## config.mk

```make
export PLATFORM = sky130hd
export DESIGN_NAME = sil_top
export DESIGN_NICKNAME = d
export VERILOG_FILES = /design/src/verilog/sil_pkg.sv /design/src/verilog/sil_sync.sv /design/src/verilog/sil_diag_link.sv /design/src/verilog/sil_top.sv
export SDC_FILE = /design/constraint.sdc
export NUM_CORES = 1
export LEC_CHECK = 0
export ABC_AREA = 1
export BUFFER_PORTS_ARGS = -buffer_cell sky130_fd_sc_hd__buf_2
export CELL_PAD_IN_SITES_DETAIL_PLACEMENT = 1
export CELL_PAD_IN_SITES_GLOBAL_PLACEMENT = 2
export CORE_MARGIN = 3
export CORE_UTILIZATION = 29
export CTS_CLUSTER_SIZE = 14
export DETAILED_ROUTE_END_ITERATION = 8
export GPL_TIMING_DRIVEN = 0
export MAX_ROUTING_LAYER = met4
export PLACE_DENSITY_LB_ADDON = 0.12
export SLEW_MARGIN = 30
export SYNTH_ARGS = -nofsm -noshare
export SYNTH_HDL_FRONTEND = slang
export SYNTH_HIERARCHICAL = 1
export SYNTH_SLANG_ARGS = --single-unit
```

## constraint.sdc

```tcl
create_clock -name aclk -period 1.9 [get_ports aclk]
set_input_delay 0.38 -clock aclk [delete_from_list [all_inputs] [get_ports aclk]]
set_output_delay 0.38 -clock aclk [all_outputs]
set_load 0.05 [all_outputs]
```

## src/verilog/sil_pkg.sv

```systemverilog
package sil_pkg;

  // ==========================================================
  // Timing
  localparam int CLK_HZ       = 10_000_000;
  localparam int DIAG_BIT_NS  = 100_000;
  localparam int DIAG_BIT_CYC = DIAG_BIT_NS / (1_000_000_000 / CLK_HZ);
  localparam int ATTACH_MS    = 10;
  localparam int ATTACH_CYC   = ATTACH_MS * (CLK_HZ / 1000);
  localparam int BLINK_MS     = 250;
  localparam int BLINK_CYC    = BLINK_MS * (CLK_HZ / 1000);

  // ==========================================================
  // Register map
  localparam int          ADDR_W     = 8;
  localparam logic [7:0]  OFF_CTRL   = 8'h00;
  localparam logic [7:0]  OFF_STATUS = 8'h04;
  localparam logic [7:0]  OFF_SERIAL = 8'h08;
  localparam logic [7:0]  OFF_TEACH  = 8'h0c;
  localparam logic [7:0]  OFF_NAME   = 8'h10;
  localparam logic [1:0]  RESP_OKAY  = 2'h0;
  localparam logic [1:0]  RESP_SLVERR = 2'h2;
  localparam logic [7:0]  TEACH_RST  = 8'h08;
  // Arbitrary neutral value
  localparam logic [15:0] SERIAL_DEF = 16'h1234;
  localparam int          STS_PERR_BIT = 7;

  // ==========================================================
  // Diagnostic link
  localparam int         CHAIN_MAX = 16;
  localparam int         CHAIN_W   = $clog2(CHAIN_MAX);
  localparam int         TX_BITS   = 20;
  localparam logic [3:0] CMD_STATUS   = 4'h0;
  localparam logic [3:0] CMD_SERIAL   = 4'h1;
  localparam logic [3:0] CMD_TEACH    = 4'h2;
  localparam logic [3:0] CMD_NAME     = 4'h3;
  localparam logic [3:0] CMD_NAME_UPD = 4'h4;

  // ==========================================================
  // Carriers
  typedef struct packed {
    logic ch1;
    logic ch2;
  } sil_pair_s;

  typedef struct packed {
    logic [CHAIN_W-1:0] chain_addr;
    logic [2:0]         rsvd;
    logic               force_safe;
  } sil_ctrl_s;

  typedef struct packed {
    logic ready;
    logic link;
    logic perr;
    logic lock;
    logic unequal;
    logic out2;
    logic out1;
    logic in2;
    logic in1;
    logic present;
  } sil_status_s;

  typedef struct packed {
    logic [CHAIN_W-1:0] addr;
    logic [3:0]         code;
  } sil_cmd_s;

  typedef struct packed {
    logic actuator;
    logic in_green;
    logic in_yellow;
    logic pwr_green;
    logic fault_red;
  } sil_led_s;

endpackage : sil_pkg

```

## src/verilog/sil_sync.sv

```systemverilog
`timescale 1ns/10ps
module sil_sync #(
  parameter int W = 1
) (
  input  wire logic         aclk,
  input  wire logic         aresetn,
  input  wire logic [W-1:0] d,
  output logic      [W-1:0] q
);

  typedef struct packed {
    logic [W-1:0] s1;
    logic [W-1:0] s2;
  } sil_sync_s;

  sil_sync_s st_r;
  sil_sync_s st_nxt;

  // First stage feeds only the second stage
  always_comb begin
    st_nxt    = st_r;
    st_nxt.s1 = d;
    st_nxt.s2 = st_r.s1;
  end

  always_ff @(posedge aclk) begin
    if (!aresetn) begin
      st_r <= '0;
    end else begin
      st_r <= st_nxt;
    end
  end

  assign q = st_r.s2;

endmodule : sil_sync

```

## src/verilog/sil_diag_link.sv

```systemverilog
`timescale 1ns/10ps
module sil_diag_link #(
  parameter int BIT_CYC = sil_pkg::DIAG_BIT_CYC
) (
  input  wire logic        aclk,
  input  wire logic        aresetn,
  input  wire logic        rx,
  input  wire logic        tx_start,
  input  wire logic [15:0] tx_word,
  output logic             rx_valid,
  output logic [7:0]       rx_byte,
  output logic             tx_busy,
  output logic             tx
);

  localparam int CW = $clog2(BIT_CYC + 1);
  localparam int NW = $clog2(sil_pkg::TX_BITS + 1);

  typedef enum logic [1:0] {RX_IDLE, RX_START, RX_DATA, RX_STOP} sil_rx_e;

  typedef struct packed {
    sil_rx_e                       rx_st;
    logic [CW-1:0]                 rx_cnt;
    logic [2:0]                    rx_n;
    logic [7:0]                    rx_sh;
    logic                          rx_v;
    logic [7:0]                    rx_b;
    logic [sil_pkg::TX_BITS-1:0]   tx_sh;
    logic [NW-1:0]                 tx_n;
    logic [CW-1:0]                 tx_cnt;
    logic                          tx_line;
  } sil_link_s;

  sil_link_s st_r;
  sil_link_s s;

  // ==========================================================
  // Receive and transmit, 8N1 framing, LSB first
  always_comb begin
    s      = st_r;
    s.rx_v = 1'b0;
    unique case (st_r.rx_st)
      RX_IDLE: if (!rx) begin
        s.rx_st  = RX_START;
        s.rx_cnt = '0;
      end
      RX_START: if (st_r.rx_cnt == CW'(BIT_CYC / 2 - 1)) begin
        // Glitch shorter than half a bit is dropped
        s.rx_st  = rx ? RX_IDLE : RX_DATA;
        s.rx_cnt = '0;
        s.rx_n   = '0;
      end else begin
        s.rx_cnt = st_r.rx_cnt + 1'b1;
      end
      RX_DATA: if (st_r.rx_cnt == CW'(BIT_CYC - 1)) begin
        s.rx_cnt = '0;
        s.rx_sh  = {rx, st_r.rx_sh[7:1]};
        s.rx_n   = st_r.rx_n + 1'b1;
        if (&st_r.rx_n) begin
          s.rx_st = RX_STOP;
        end
      end else begin
        s.rx_cnt = st_r.rx_cnt + 1'b1;
      end
      RX_STOP: if (st_r.rx_cnt == CW'(BIT_CYC - 1)) begin
        s.rx_st = RX_IDLE;
        s.rx_v  = rx;
        s.rx_b  = st_r.rx_sh;
      end else begin
        s.rx_cnt = st_r.rx_cnt + 1'b1;
      end
    endcase
    if (st_r.tx_n != '0) begin
      if (st_r.tx_cnt == CW'(BIT_CYC - 1)) begin
        s.tx_cnt  = '0;
        s.tx_line = st_r.tx_sh[0];
        s.tx_sh   = st_r.tx_sh >> 1;
        s.tx_n    = st_r.tx_n - 1'b1;
      end else begin
        s.tx_cnt = st_r.tx_cnt + 1'b1;
      end
    end else if (tx_start) begin
      // Two frames, low byte first
      s.tx_sh  = {1'b1, tx_word[15:8], 1'b0, 1'b1, tx_word[7:0], 1'b0};
      s.tx_n   = NW'(sil_pkg::TX_BITS);
      s.tx_cnt = CW'(BIT_CYC - 1);
    end
  end

  always_ff @(posedge aclk) begin
    if (!aresetn) begin
      st_r         <= '0;
      st_r.tx_line <= 1'b1;
    end else begin
      st_r <= s;
    end
  end

  assign rx_valid = st_r.rx_v;
  assign rx_byte  = st_r.rx_b;
  assign tx_busy  = st_r.tx_n != '0;
  assign tx       = st_r.tx_line;

endmodule : sil_diag_link

```

## src/verilog/sil_top.sv

```systemverilog
// Our own choices: the register addresses and the AXI4-Lite register port.
`timescale 1ns/10ps
module sil_top #(
  parameter int          ATTACH_CYC = sil_pkg::ATTACH_CYC,
  parameter int          BLINK_CYC  = sil_pkg::BLINK_CYC,
  parameter int          BIT_CYC    = sil_pkg::DIAG_BIT_CYC,
  // Arbitrary neutral value
  parameter logic [15:0] SERIAL     = sil_pkg::SERIAL_DEF
) (
  input  wire logic                       aclk,
  input  wire logic                       aresetn,
  input  wire logic                       awvalid,
  output logic                            awready,
  input  wire logic [sil_pkg::ADDR_W-1:0] awaddr,
  input  wire logic                       wvalid,
  output logic                            wready,
  input  wire logic [31:0]                wdata,
  input  wire logic [3:0]                 wstrb,
  output logic                            bvalid,
  input  wire logic                       bready,
  output logic [1:0]                      bresp,
  input  wire logic                       arvalid,
  output logic                            arready,
  input  wire logic [sil_pkg::ADDR_W-1:0] araddr,
  output logic                            rvalid,
  input  wire logic                       rready,
  output logic [31:0]                     rdata,
  output logic [1:0]                      rresp,
  input  wire logic                       actuator_present,
  input  wire logic [15:0]                actuator_name,
  input  wire logic                       supply_ok,
  input  wire logic                       internal_fault,
  input  wire sil_pkg::sil_pair_s         safety_in,
  input  wire logic                       diag_in,
  output sil_pkg::sil_pair_s              safety_out,
  output logic                            signal_diag_out,
  output sil_pkg::sil_led_s               led
);

  localparam int AW = $clog2(ATTACH_CYC + 1);
  localparam int BW = $clog2(BLINK_CYC + 1);

  typedef enum logic [1:0] {PL_NORM, PL_UNEQ, PL_LOCK} sil_pl_e;

  typedef struct packed {
    sil_pl_e                   pl;
    logic                      perr;
    sil_pkg::sil_pair_s        prev;
    logic                      pres_d;
    logic                      link;
    logic [AW-1:0]             att_cnt;
    logic [BW-1:0]             blink_cnt;
    logic                      blink;
    sil_pkg::sil_ctrl_s        ctrl;
    logic [7:0]                teach;
    logic [15:0]               name;
    logic                      tx_start;
    logic [15:0]               tx_word;
    sil_pkg::sil_pair_s        sout;
    logic                      sig;
    sil_pkg::sil_led_s         led;
    logic                      aw_f;
    logic [sil_pkg::ADDR_W-1:0] aw_a;
    logic                      w_f;
    logic [31:0]               w_d;
    logic [3:0]                w_s;
    logic                      aw_rdy;
    logic                      w_rdy;
    logic                      ar_rdy;
    logic                      bvalid;
    logic [1:0]                bresp;
    logic                      rvalid;
    logic [31:0]               rdata;
    logic [1:0]                rresp;
  } sil_top_s;

  sil_top_s st_r;
  sil_top_s s;

  logic [2:0]            sy;
  sil_pkg::sil_pair_s    in_p;
  logic                  diag_s;
  logic                  rx_valid;
  logic [7:0]            rx_byte;
  logic                  tx_busy;
  logic                  tx_line;

  // ==========================================================
  // Pin synchronisers and diagnostic link
  sil_sync #(.W(3)) u_sync (
    .aclk    (aclk),
    .aresetn (aresetn),
    .d       ({diag_in, safety_in}),
    .q       (sy)
  );

  assign in_p   = sil_pkg::sil_pair_s'(sy[1:0]);
  assign diag_s = sy[2];

  // Receiver sees the line only once link mode is up
  sil_diag_link #(.BIT_CYC(BIT_CYC)) u_link (
    .aclk     (aclk),
    .aresetn  (aresetn),
    .rx       (diag_s | ~st_r.link),
    .tx_start (st_r.tx_start),
    .tx_word  (st_r.tx_word),
    .rx_valid (rx_valid),
    .rx_byte  (rx_byte),
    .tx_busy  (tx_busy),
    .tx       (tx_line)
  );

  // ==========================================================
  // Helpers
  function automatic logic [31:0] merge(input logic [31:0] old,
                                        input logic [31:0] nw,
                                        input logic [3:0]  strb);
    logic [31:0] r;
    r = old;
    for (int i = 0; i < 4; i++) begin
      if (strb[i]) begin
        r[i*8 +: 8] = nw[i*8 +: 8];
      end
    end
    return r;
  endfunction : merge

  function automatic logic mapped(input logic [sil_pkg::ADDR_W-1:0] a);
    return a == sil_pkg::OFF_CTRL   || a == sil_pkg::OFF_STATUS ||
           a == sil_pkg::OFF_SERIAL || a == sil_pkg::OFF_TEACH  ||
           a == sil_pkg::OFF_NAME;
  endfunction : mapped

  // ==========================================================
  // Next state
  logic                  ready;
  logic                  both_lo;
  logic                  set_perr;
  logic                  clr_perr;
  logic                  en;
  logic [31:0]           wv;
  sil_pkg::sil_status_s  sts;
  sil_pkg::sil_cmd_s     cmd;

  always_comb begin
    s          = st_r;
    set_perr   = 1'b0;
    clr_perr   = 1'b0;
    wv         = '0;
    s.tx_start = 1'b0;
    ready      = supply_ok && !internal_fault;
    both_lo    = !in_p.ch1 && !in_p.ch2;
    cmd        = sil_pkg::sil_cmd_s'(rx_byte);

    // Input plausibility
    unique case (st_r.pl)
      PL_NORM: if (st_r.prev.ch1 && st_r.prev.ch2 &&
                   (in_p.ch1 ^ in_p.ch2)) begin
        s.pl = PL_UNEQ;
      end
      PL_UNEQ: if (both_lo) begin
        s.pl = PL_NORM;
      end else if (in_p.ch1 && in_p.ch2) begin
        s.pl     = PL_LOCK;
        set_perr = 1'b1;
      end
      PL_LOCK: if (both_lo) begin
        s.pl = PL_NORM;
      end
    endcase
    s.prev   = in_p;
    s.pres_d = actuator_present;

    // Safety outputs: any fallback drops both
    en = ready && actuator_present && !st_r.ctrl.force_safe &&
         st_r.pl != PL_LOCK;
    s.sout.ch1 = en && in_p.ch1;
    s.sout.ch2 = en && in_p.ch2;

    // Module attach: diag line held idle high long enough
    if (!st_r.link) begin
      if (!diag_s) begin
        s.att_cnt = '0;
      end else if (st_r.att_cnt == AW'(ATTACH_CYC - 1)) begin
        s.link = 1'b1;
      end else begin
        s.att_cnt = st_r.att_cnt + 1'b1;
      end
    end
    s.sig = st_r.link ? tx_line : actuator_present;

    // Indicator flashing
    if (st_r.blink_cnt == BW'(BLINK_CYC - 1)) begin
      s.blink_cnt = '0;
      s.blink     = !st_r.blink;
    end else begin
      s.blink_cnt = st_r.blink_cnt + 1'b1;
    end
    s.led.actuator  = actuator_present;
    s.led.in_green  = st_r.pl == PL_NORM && in_p.ch1 && in_p.ch2;
    s.led.in_yellow = st_r.pl != PL_NORM && st_r.blink;
    s.led.pwr_green = ready;
    s.led.fault_red = !ready;

    // Status view shared by bus and link
    sts         = '0;
    sts.ready   = ready;
    sts.link    = st_r.link;
    sts.perr    = st_r.perr;
    sts.lock    = st_r.pl == PL_LOCK;
    sts.unequal = st_r.pl == PL_UNEQ;
    sts.out2    = st_r.sout.ch2;
    sts.out1    = st_r.sout.ch1;
    sts.in2     = in_p.ch2;
    sts.in1     = in_p.ch1;
    sts.present = actuator_present;

    // Actuator short name, captured on arrival
    if (actuator_present && !st_r.pres_d) begin
      s.name = actuator_name;
    end

    // Link commands addressed to this chain member
    if (st_r.link && rx_valid && !tx_busy &&
        cmd.addr == st_r.ctrl.chain_addr) begin
      s.tx_start = 1'b1;
      case (cmd.code)
        sil_pkg::CMD_STATUS:
          s.tx_word = {st_r.ctrl.chain_addr, 2'h0, sts};
        sil_pkg::CMD_SERIAL:   s.tx_word = SERIAL;
        sil_pkg::CMD_TEACH:    s.tx_word = {8'h00, st_r.teach};
        sil_pkg::CMD_NAME:     s.tx_word = st_r.name;
        sil_pkg::CMD_NAME_UPD: begin
          s.name    = actuator_present ? actuator_name : 16'h0000;
          s.tx_word = s.name;
        end
        default: s.tx_start = 1'b0;
      endcase
    end

    // ========================================================
    // AXI4-Lite write
    if (awvalid && st_r.aw_rdy) begin
      s.aw_f = 1'b1;
      s.aw_a = awaddr;
    end
    if (wvalid && st_r.w_rdy) begin
      s.w_f = 1'b1;
      s.w_d = wdata;
      s.w_s = wstrb;
    end
    if (st_r.aw_f && st_r.w_f && !st_r.bvalid) begin
      s.aw_f   = 1'b0;
      s.w_f    = 1'b0;
      s.bvalid = 1'b1;
      s.bresp  = mapped(st_r.aw_a) ? sil_pkg::RESP_OKAY
                                   : sil_pkg::RESP_SLVERR;
      if (st_r.aw_a == sil_pkg::OFF_CTRL) begin
        wv     = merge(32'(st_r.ctrl), st_r.w_d, st_r.w_s);
        s.ctrl = sil_pkg::sil_ctrl_s'(wv[7:0]);
        s.ctrl.rsvd = '0;
      end else if (st_r.aw_a == sil_pkg::OFF_TEACH) begin
        wv      = merge(32'(st_r.teach), st_r.w_d, st_r.w_s);
        s.teach = wv[7:0];
      end else if (st_r.aw_a == sil_pkg::OFF_STATUS) begin
        clr_perr = st_r.w_s[0] && st_r.w_d[sil_pkg::STS_PERR_BIT];
      end
    end
    if (st_r.bvalid && bready) begin
      s.bvalid = 1'b0;
    end
    // Hardware set beats software clear
    s.perr = (st_r.perr && !clr_perr) || set_perr;

    // AXI4-Lite read
    if (arvalid && st_r.ar_rdy) begin
      s.rvalid = 1'b1;
      s.rresp  = mapped(araddr) ? sil_pkg::RESP_OKAY
                                : sil_pkg::RESP_SLVERR;
      unique case (araddr)
        sil_pkg::OFF_CTRL:   s.rdata = 32'(st_r.ctrl);
        sil_pkg::OFF_STATUS: s.rdata = 32'(sts);
        sil_pkg::OFF_SERIAL: s.rdata = 32'(SERIAL);
        sil_pkg::OFF_TEACH:  s.rdata = 32'(st_r.teach);
        sil_pkg::OFF_NAME:   s.rdata = 32'(st_r.name);
        default:             s.rdata = '0;
      endcase
    end else if (st_r.rvalid && rready) begin
      s.rvalid = 1'b0;
    end
    // One write and one read in flight at most
    s.aw_rdy = !s.aw_f && !s.bvalid;
    s.w_rdy  = !s.w_f && !s.bvalid;
    s.ar_rdy = !s.rvalid;
  end

  always_ff @(posedge aclk) begin
    if (!aresetn) begin
      st_r       <= '0;
      st_r.teach <= sil_pkg::TEACH_RST;
    end else begin
      st_r <= s;
    end
  end

  // ==========================================================
  // Outputs, all from flops
  assign awready         = st_r.aw_rdy;
  assign wready          = st_r.w_rdy;
  assign bvalid          = st_r.bvalid;
  assign bresp           = st_r.bresp;
  assign arready         = st_r.ar_rdy;
  assign rvalid          = st_r.rvalid;
  assign rdata           = st_r.rdata;
  assign rresp           = st_r.rresp;
  assign safety_out      = st_r.sout;
  assign signal_diag_out = st_r.sig;
  assign led             = st_r.led;

endmodule : sil_top

```

==> impl_metrics.py <==
metrics = {
    "setup_path": {
        "startpoint_type": "flip-flop",
        "cp_num_cells": 10,
        "path_max_fanout": 10,
        "critical_path_buf_inv_count": 3,
        "r2r_slack_ns": -0.04,
        "crit_family": "simple AND/OR/NAND/NOR gates",
        "cpPeakStageDelay_ns": 0.35,
        "r2r-end": "st_r[119]$_SDFF_PN0_",
        "r2r_start": "u_link/st_r[11]$_SDFFE_PN0P_",
        "critPathLaunch": "u_link/st_r[11]$_SDFFE_PN0P_",
        "arrival_ns": 2.35,
        "crit_chain": "inv_4, ha_4, nand2_4, nor2_8, clkinv_8, nor2_4, nand3_4, buf_4, o21ai_0, a21oi_2",
        "endpoint_kind": "flip-flop",
        "worstSetupEndpoint": "st_r[119]$_SDFF_PN0_",
        "critPathKind": "flip-flop to flip-flop",
        "cp_slowest_cell": "dfxtp_4",
        "cp_data_required_time_ns": 2.31,
        "reg2reg_depth": 10,
    },
    "clock_network": {
        "cts_max_path_buffers": 3,
        "cts_buffers": 28,
        "root_buffer": "clkbuf_16",
        "path_clk_slew_ns": 0.06,
        "clk_latency_ns": 0.56,
        "cts_num_sinks": 216,
        "htreeDepth": 1,
        "cts_tree": "built",
    },
    "sta": {
        "max_freq_ghz": 0.516,
        "fin_crit_sh_pct": 102,
        "hold_viol": 0,
        "setup_viol_count_final": 1,
        "rsz0062_at_grt": "true",
        "hold_ws_ns": 0.0995,
        "setup_slack_ns": -0.0369,
        "setup_tns_ns": -0.0369,
        "maxSlewHeadroom_pct": 43.8,
        "worst_pin_slew_ns": 0.843,
        "maxSlewViolCount": 0,
        "clock_skew_ns": 0.0133,
        "period_needed_ns": 1.94,
    },
    "synthesis": {
        "async_reset_ff_share_pct": 0,
        "yosysWarnings": 6,
        "ys.flop_type": "dfxtp_1",
        "synth_area_leaders": "dfxtp_1 39%, nand2_1 13%, nor2_1 7.7%, inv_1 6.1%, o21ai_0 5.4%",
        "synthTopCellsByCount": "381 x nand2_1, 229 x nor2_1, 216 x dfxtp_1",
        "synth_top_area_cell": "dfxtp_1",
        "yosysMostFrequentCell": "nand2_1",
        "synth_edf_count": 0,
        "avgSynthCellArea_sq_um": 6.80,
        "synth-seq-cells": 216,
        "yosysTopAreaCellShare_pct": 38.7,
        "synth-seq-area-share_pct": 38.7,
        "postSynthCellCount": 1644,
        "synth_cell_type_count": 45,
        "syn_area_sq_um": 11200,
    },
    "grt": {
        "track_usage_pct": 19.0,
        "grt_start_max_net_pins": 14,
        "antenna_found_initial": 0,
        "grt_pass1_vias": 10942,
        "grt_pass1_wl_microns": 60600,
        "grt-ovfl-total": 0,
    },
    "route": {
        "via_per_inst": 4.67,
        "drc": 0,
        "wirelength_microns": 38100,
        "ant_nets": 0,
        "avgRoutedWirePerCell_microns": 16.4,
        "vias": 10847,
        "drtIter0Drc": 482,
        "first_pass_iters": 5,
    },
    "min_path": {
        "hold_path_class": "input pin to flip-flop",
    },
    "cells_and_area": {
        "area_growth_pct": 22.9,
        "nFillCells": 4838,
        "n_antenna_cell": 0,
        "nNetsFinal": 1889,
        "final_layout_size_suffix_gt1_share_pct": 19.0,
    },
    "status": {
        "violations": "negative setup slack",
        "status": "finished, violations left",
    },
    "power_and_ir_drop": {
        "leakagePower_nw": 5.83,
        "power.density_nw_per_um2": 837,
        "ir_worst_vdd_mv": 0.585,
    },
    "placement": {
        "io_buffer_count": 83,
        "dpl.hpwl_microns": 28900,
        "gp_congestion": 0.841,
    },
    "floorplan": {
        "core_sq_um": 37800,
        "die_x_microns": 202,
        "pin_count": 130,
        "dieArea_sq_um": 40900,
        "start_util_pct": 29.5,
        "die_y_microns": 202,
        "rows": 71,
    },
    "flow_run": {
        "max-cap-violations": 0,
    },
}
-- cell usage in the layout (no fill, tap or decap), drive strengths merged, types with 3 or more instances in the layout --
| master | instances |
|---|---|
| nand4 | 39 |
| o211ai | 7 |
| inv | 189 |
| and2 | 3 |
| xnor2 | 3 |
| clkinv | 9 |
| nor2 | 249 |
| nand3b | 4 |
| nor3 | 20 |
| o21ai | 132 |
| dfxtp | 216 |
| xor2 | 11 |
| ha | 13 |
| conb | 18 |
| mux2 | 14 |
| dlygate4sd3 | 3 |
| nand3 | 120 |
| clkbuf | 65 |
| nand2 | 397 |
| a21oi | 107 |
| buf | 181 |
-- metrics by stage --
step / setup WS (ns) / std cells / utilization (%) / instance area (sq um) / power, W
detailed placement: -0.523 / 2255 / 32.6 / 12300 / 0.00626
global placement: -0.492 / 2255 / 32.6 / 12300 / 0.00623
global route: -0.110 / 2325 / 36.3 / 13700 / 0.0120
finish: -0.0369 / 2325 / 36.3 / 13700 / 0.0115
CTS: 0.00275 / 2312 / 35.3 / 13400 / 0.0117
floorplan: 0.00167 / 1661 / - / 11300 / 0.00581
-- repair_timing --
action | CTS | global route
gates cloned | 0 | 2
pin swaps | 4 | 23
gates resized for setup | 11 | 69
setup buffers | 6 | 11
endpoints found under the hold margin | 3 | 0
endpoints found under the setup margin | 63 | 50
hold buffers | 3 | 0
-- kinds of logic after synthesis --
kind of cell	share of synthesized area [%]
and+or+nand+nor	33.0
buffers and inverters	12.8
AOI/OAI and AO/OA	11.5
DFF	38.7
xor gates and xnor gates	1.10
muxes	1.41
adders and majority gates	1.46
other	0.0336
-- state kept, by name, summed over array words and instances (netlist names), named ones only --
signal,cells
rresp,1
led,5
rvalid,1
u_link/rx_valid,1
rdata,16
signal_diag_out,1
bvalid,1
u_link/tx,1
bresp,1
u_link/rx_byte,8
safety_out,2
wready,1
awready,1
u_sync/q,3
st_r,111
u_sync/st_nxt,3
arready,1
u_link/st_r,57
-- routing by layer --
layer | wire [microns] | vias up | track usage [%]
met5 | 0 | - | -
met4 | 757 | 0 | 3.98
met3 | 1300 | 48 | 2.21
met2 | 17000 | 150 | 29.7
met1 | 19000 | 5150 | 26.5
li1 | - | 5499 | -
-- where the power goes --
group	switching [W]	total, W	internal (W)
clock network	0.00209	0.00529	0.00320
registers	0.000141	0.00486	0.00472
logic	0.000896	0.00134	0.000449
-- how the worst min path moves through the flow --
stage,slack [ns],depth (start not counted),to,from
global route,0.11,3,st_r[117]$_SDFF_PN0_,actuator_name[5]
global placement,0.40,2,u_sync/q[2]$_SDFF_PN0_,u_sync/st_nxt[2]$_SDFF_PN0_
detailed placement,0.40,2,u_sync/q[2]$_SDFF_PN0_,u_sync/st_nxt[2]$_SDFF_PN0_
floorplan,0.39,2,u_sync/q[0]$_SDFF_PN0_,u_sync/st_nxt[0]$_SDFF_PN0_
CTS,0.08,3,st_r[46]$_SDFFE_PN0P_,wdata[1]
finish,0.1,3,st_r[79]$_SDFFE_PN0P_,awaddr[1]
-- tightest hold or removal path, delay by kind of cell --
family	cells	cell delay, ns
compound gates	1	0.09
simple gates	1	0.08
buf+inv	1	0.07
-- cell type report --
type / count / area, sq um / area share, %
repair buffers: 105 / 639 / 4.66
clock inverters: 8 / 67.6 / 0.492
inverters: 193 / 748 / 5.45
flip-flops and latches: 216 / 4330 / 31.5
clock buffers: 41 / 851 / 6.19
multi-input cells: 1148 / 5740 / 41.8
well taps: 511 / 639 / 4.66
plain buffers: 103 / 722 / 5.26
Note: power is estimated with default switching activity, not from simulation.
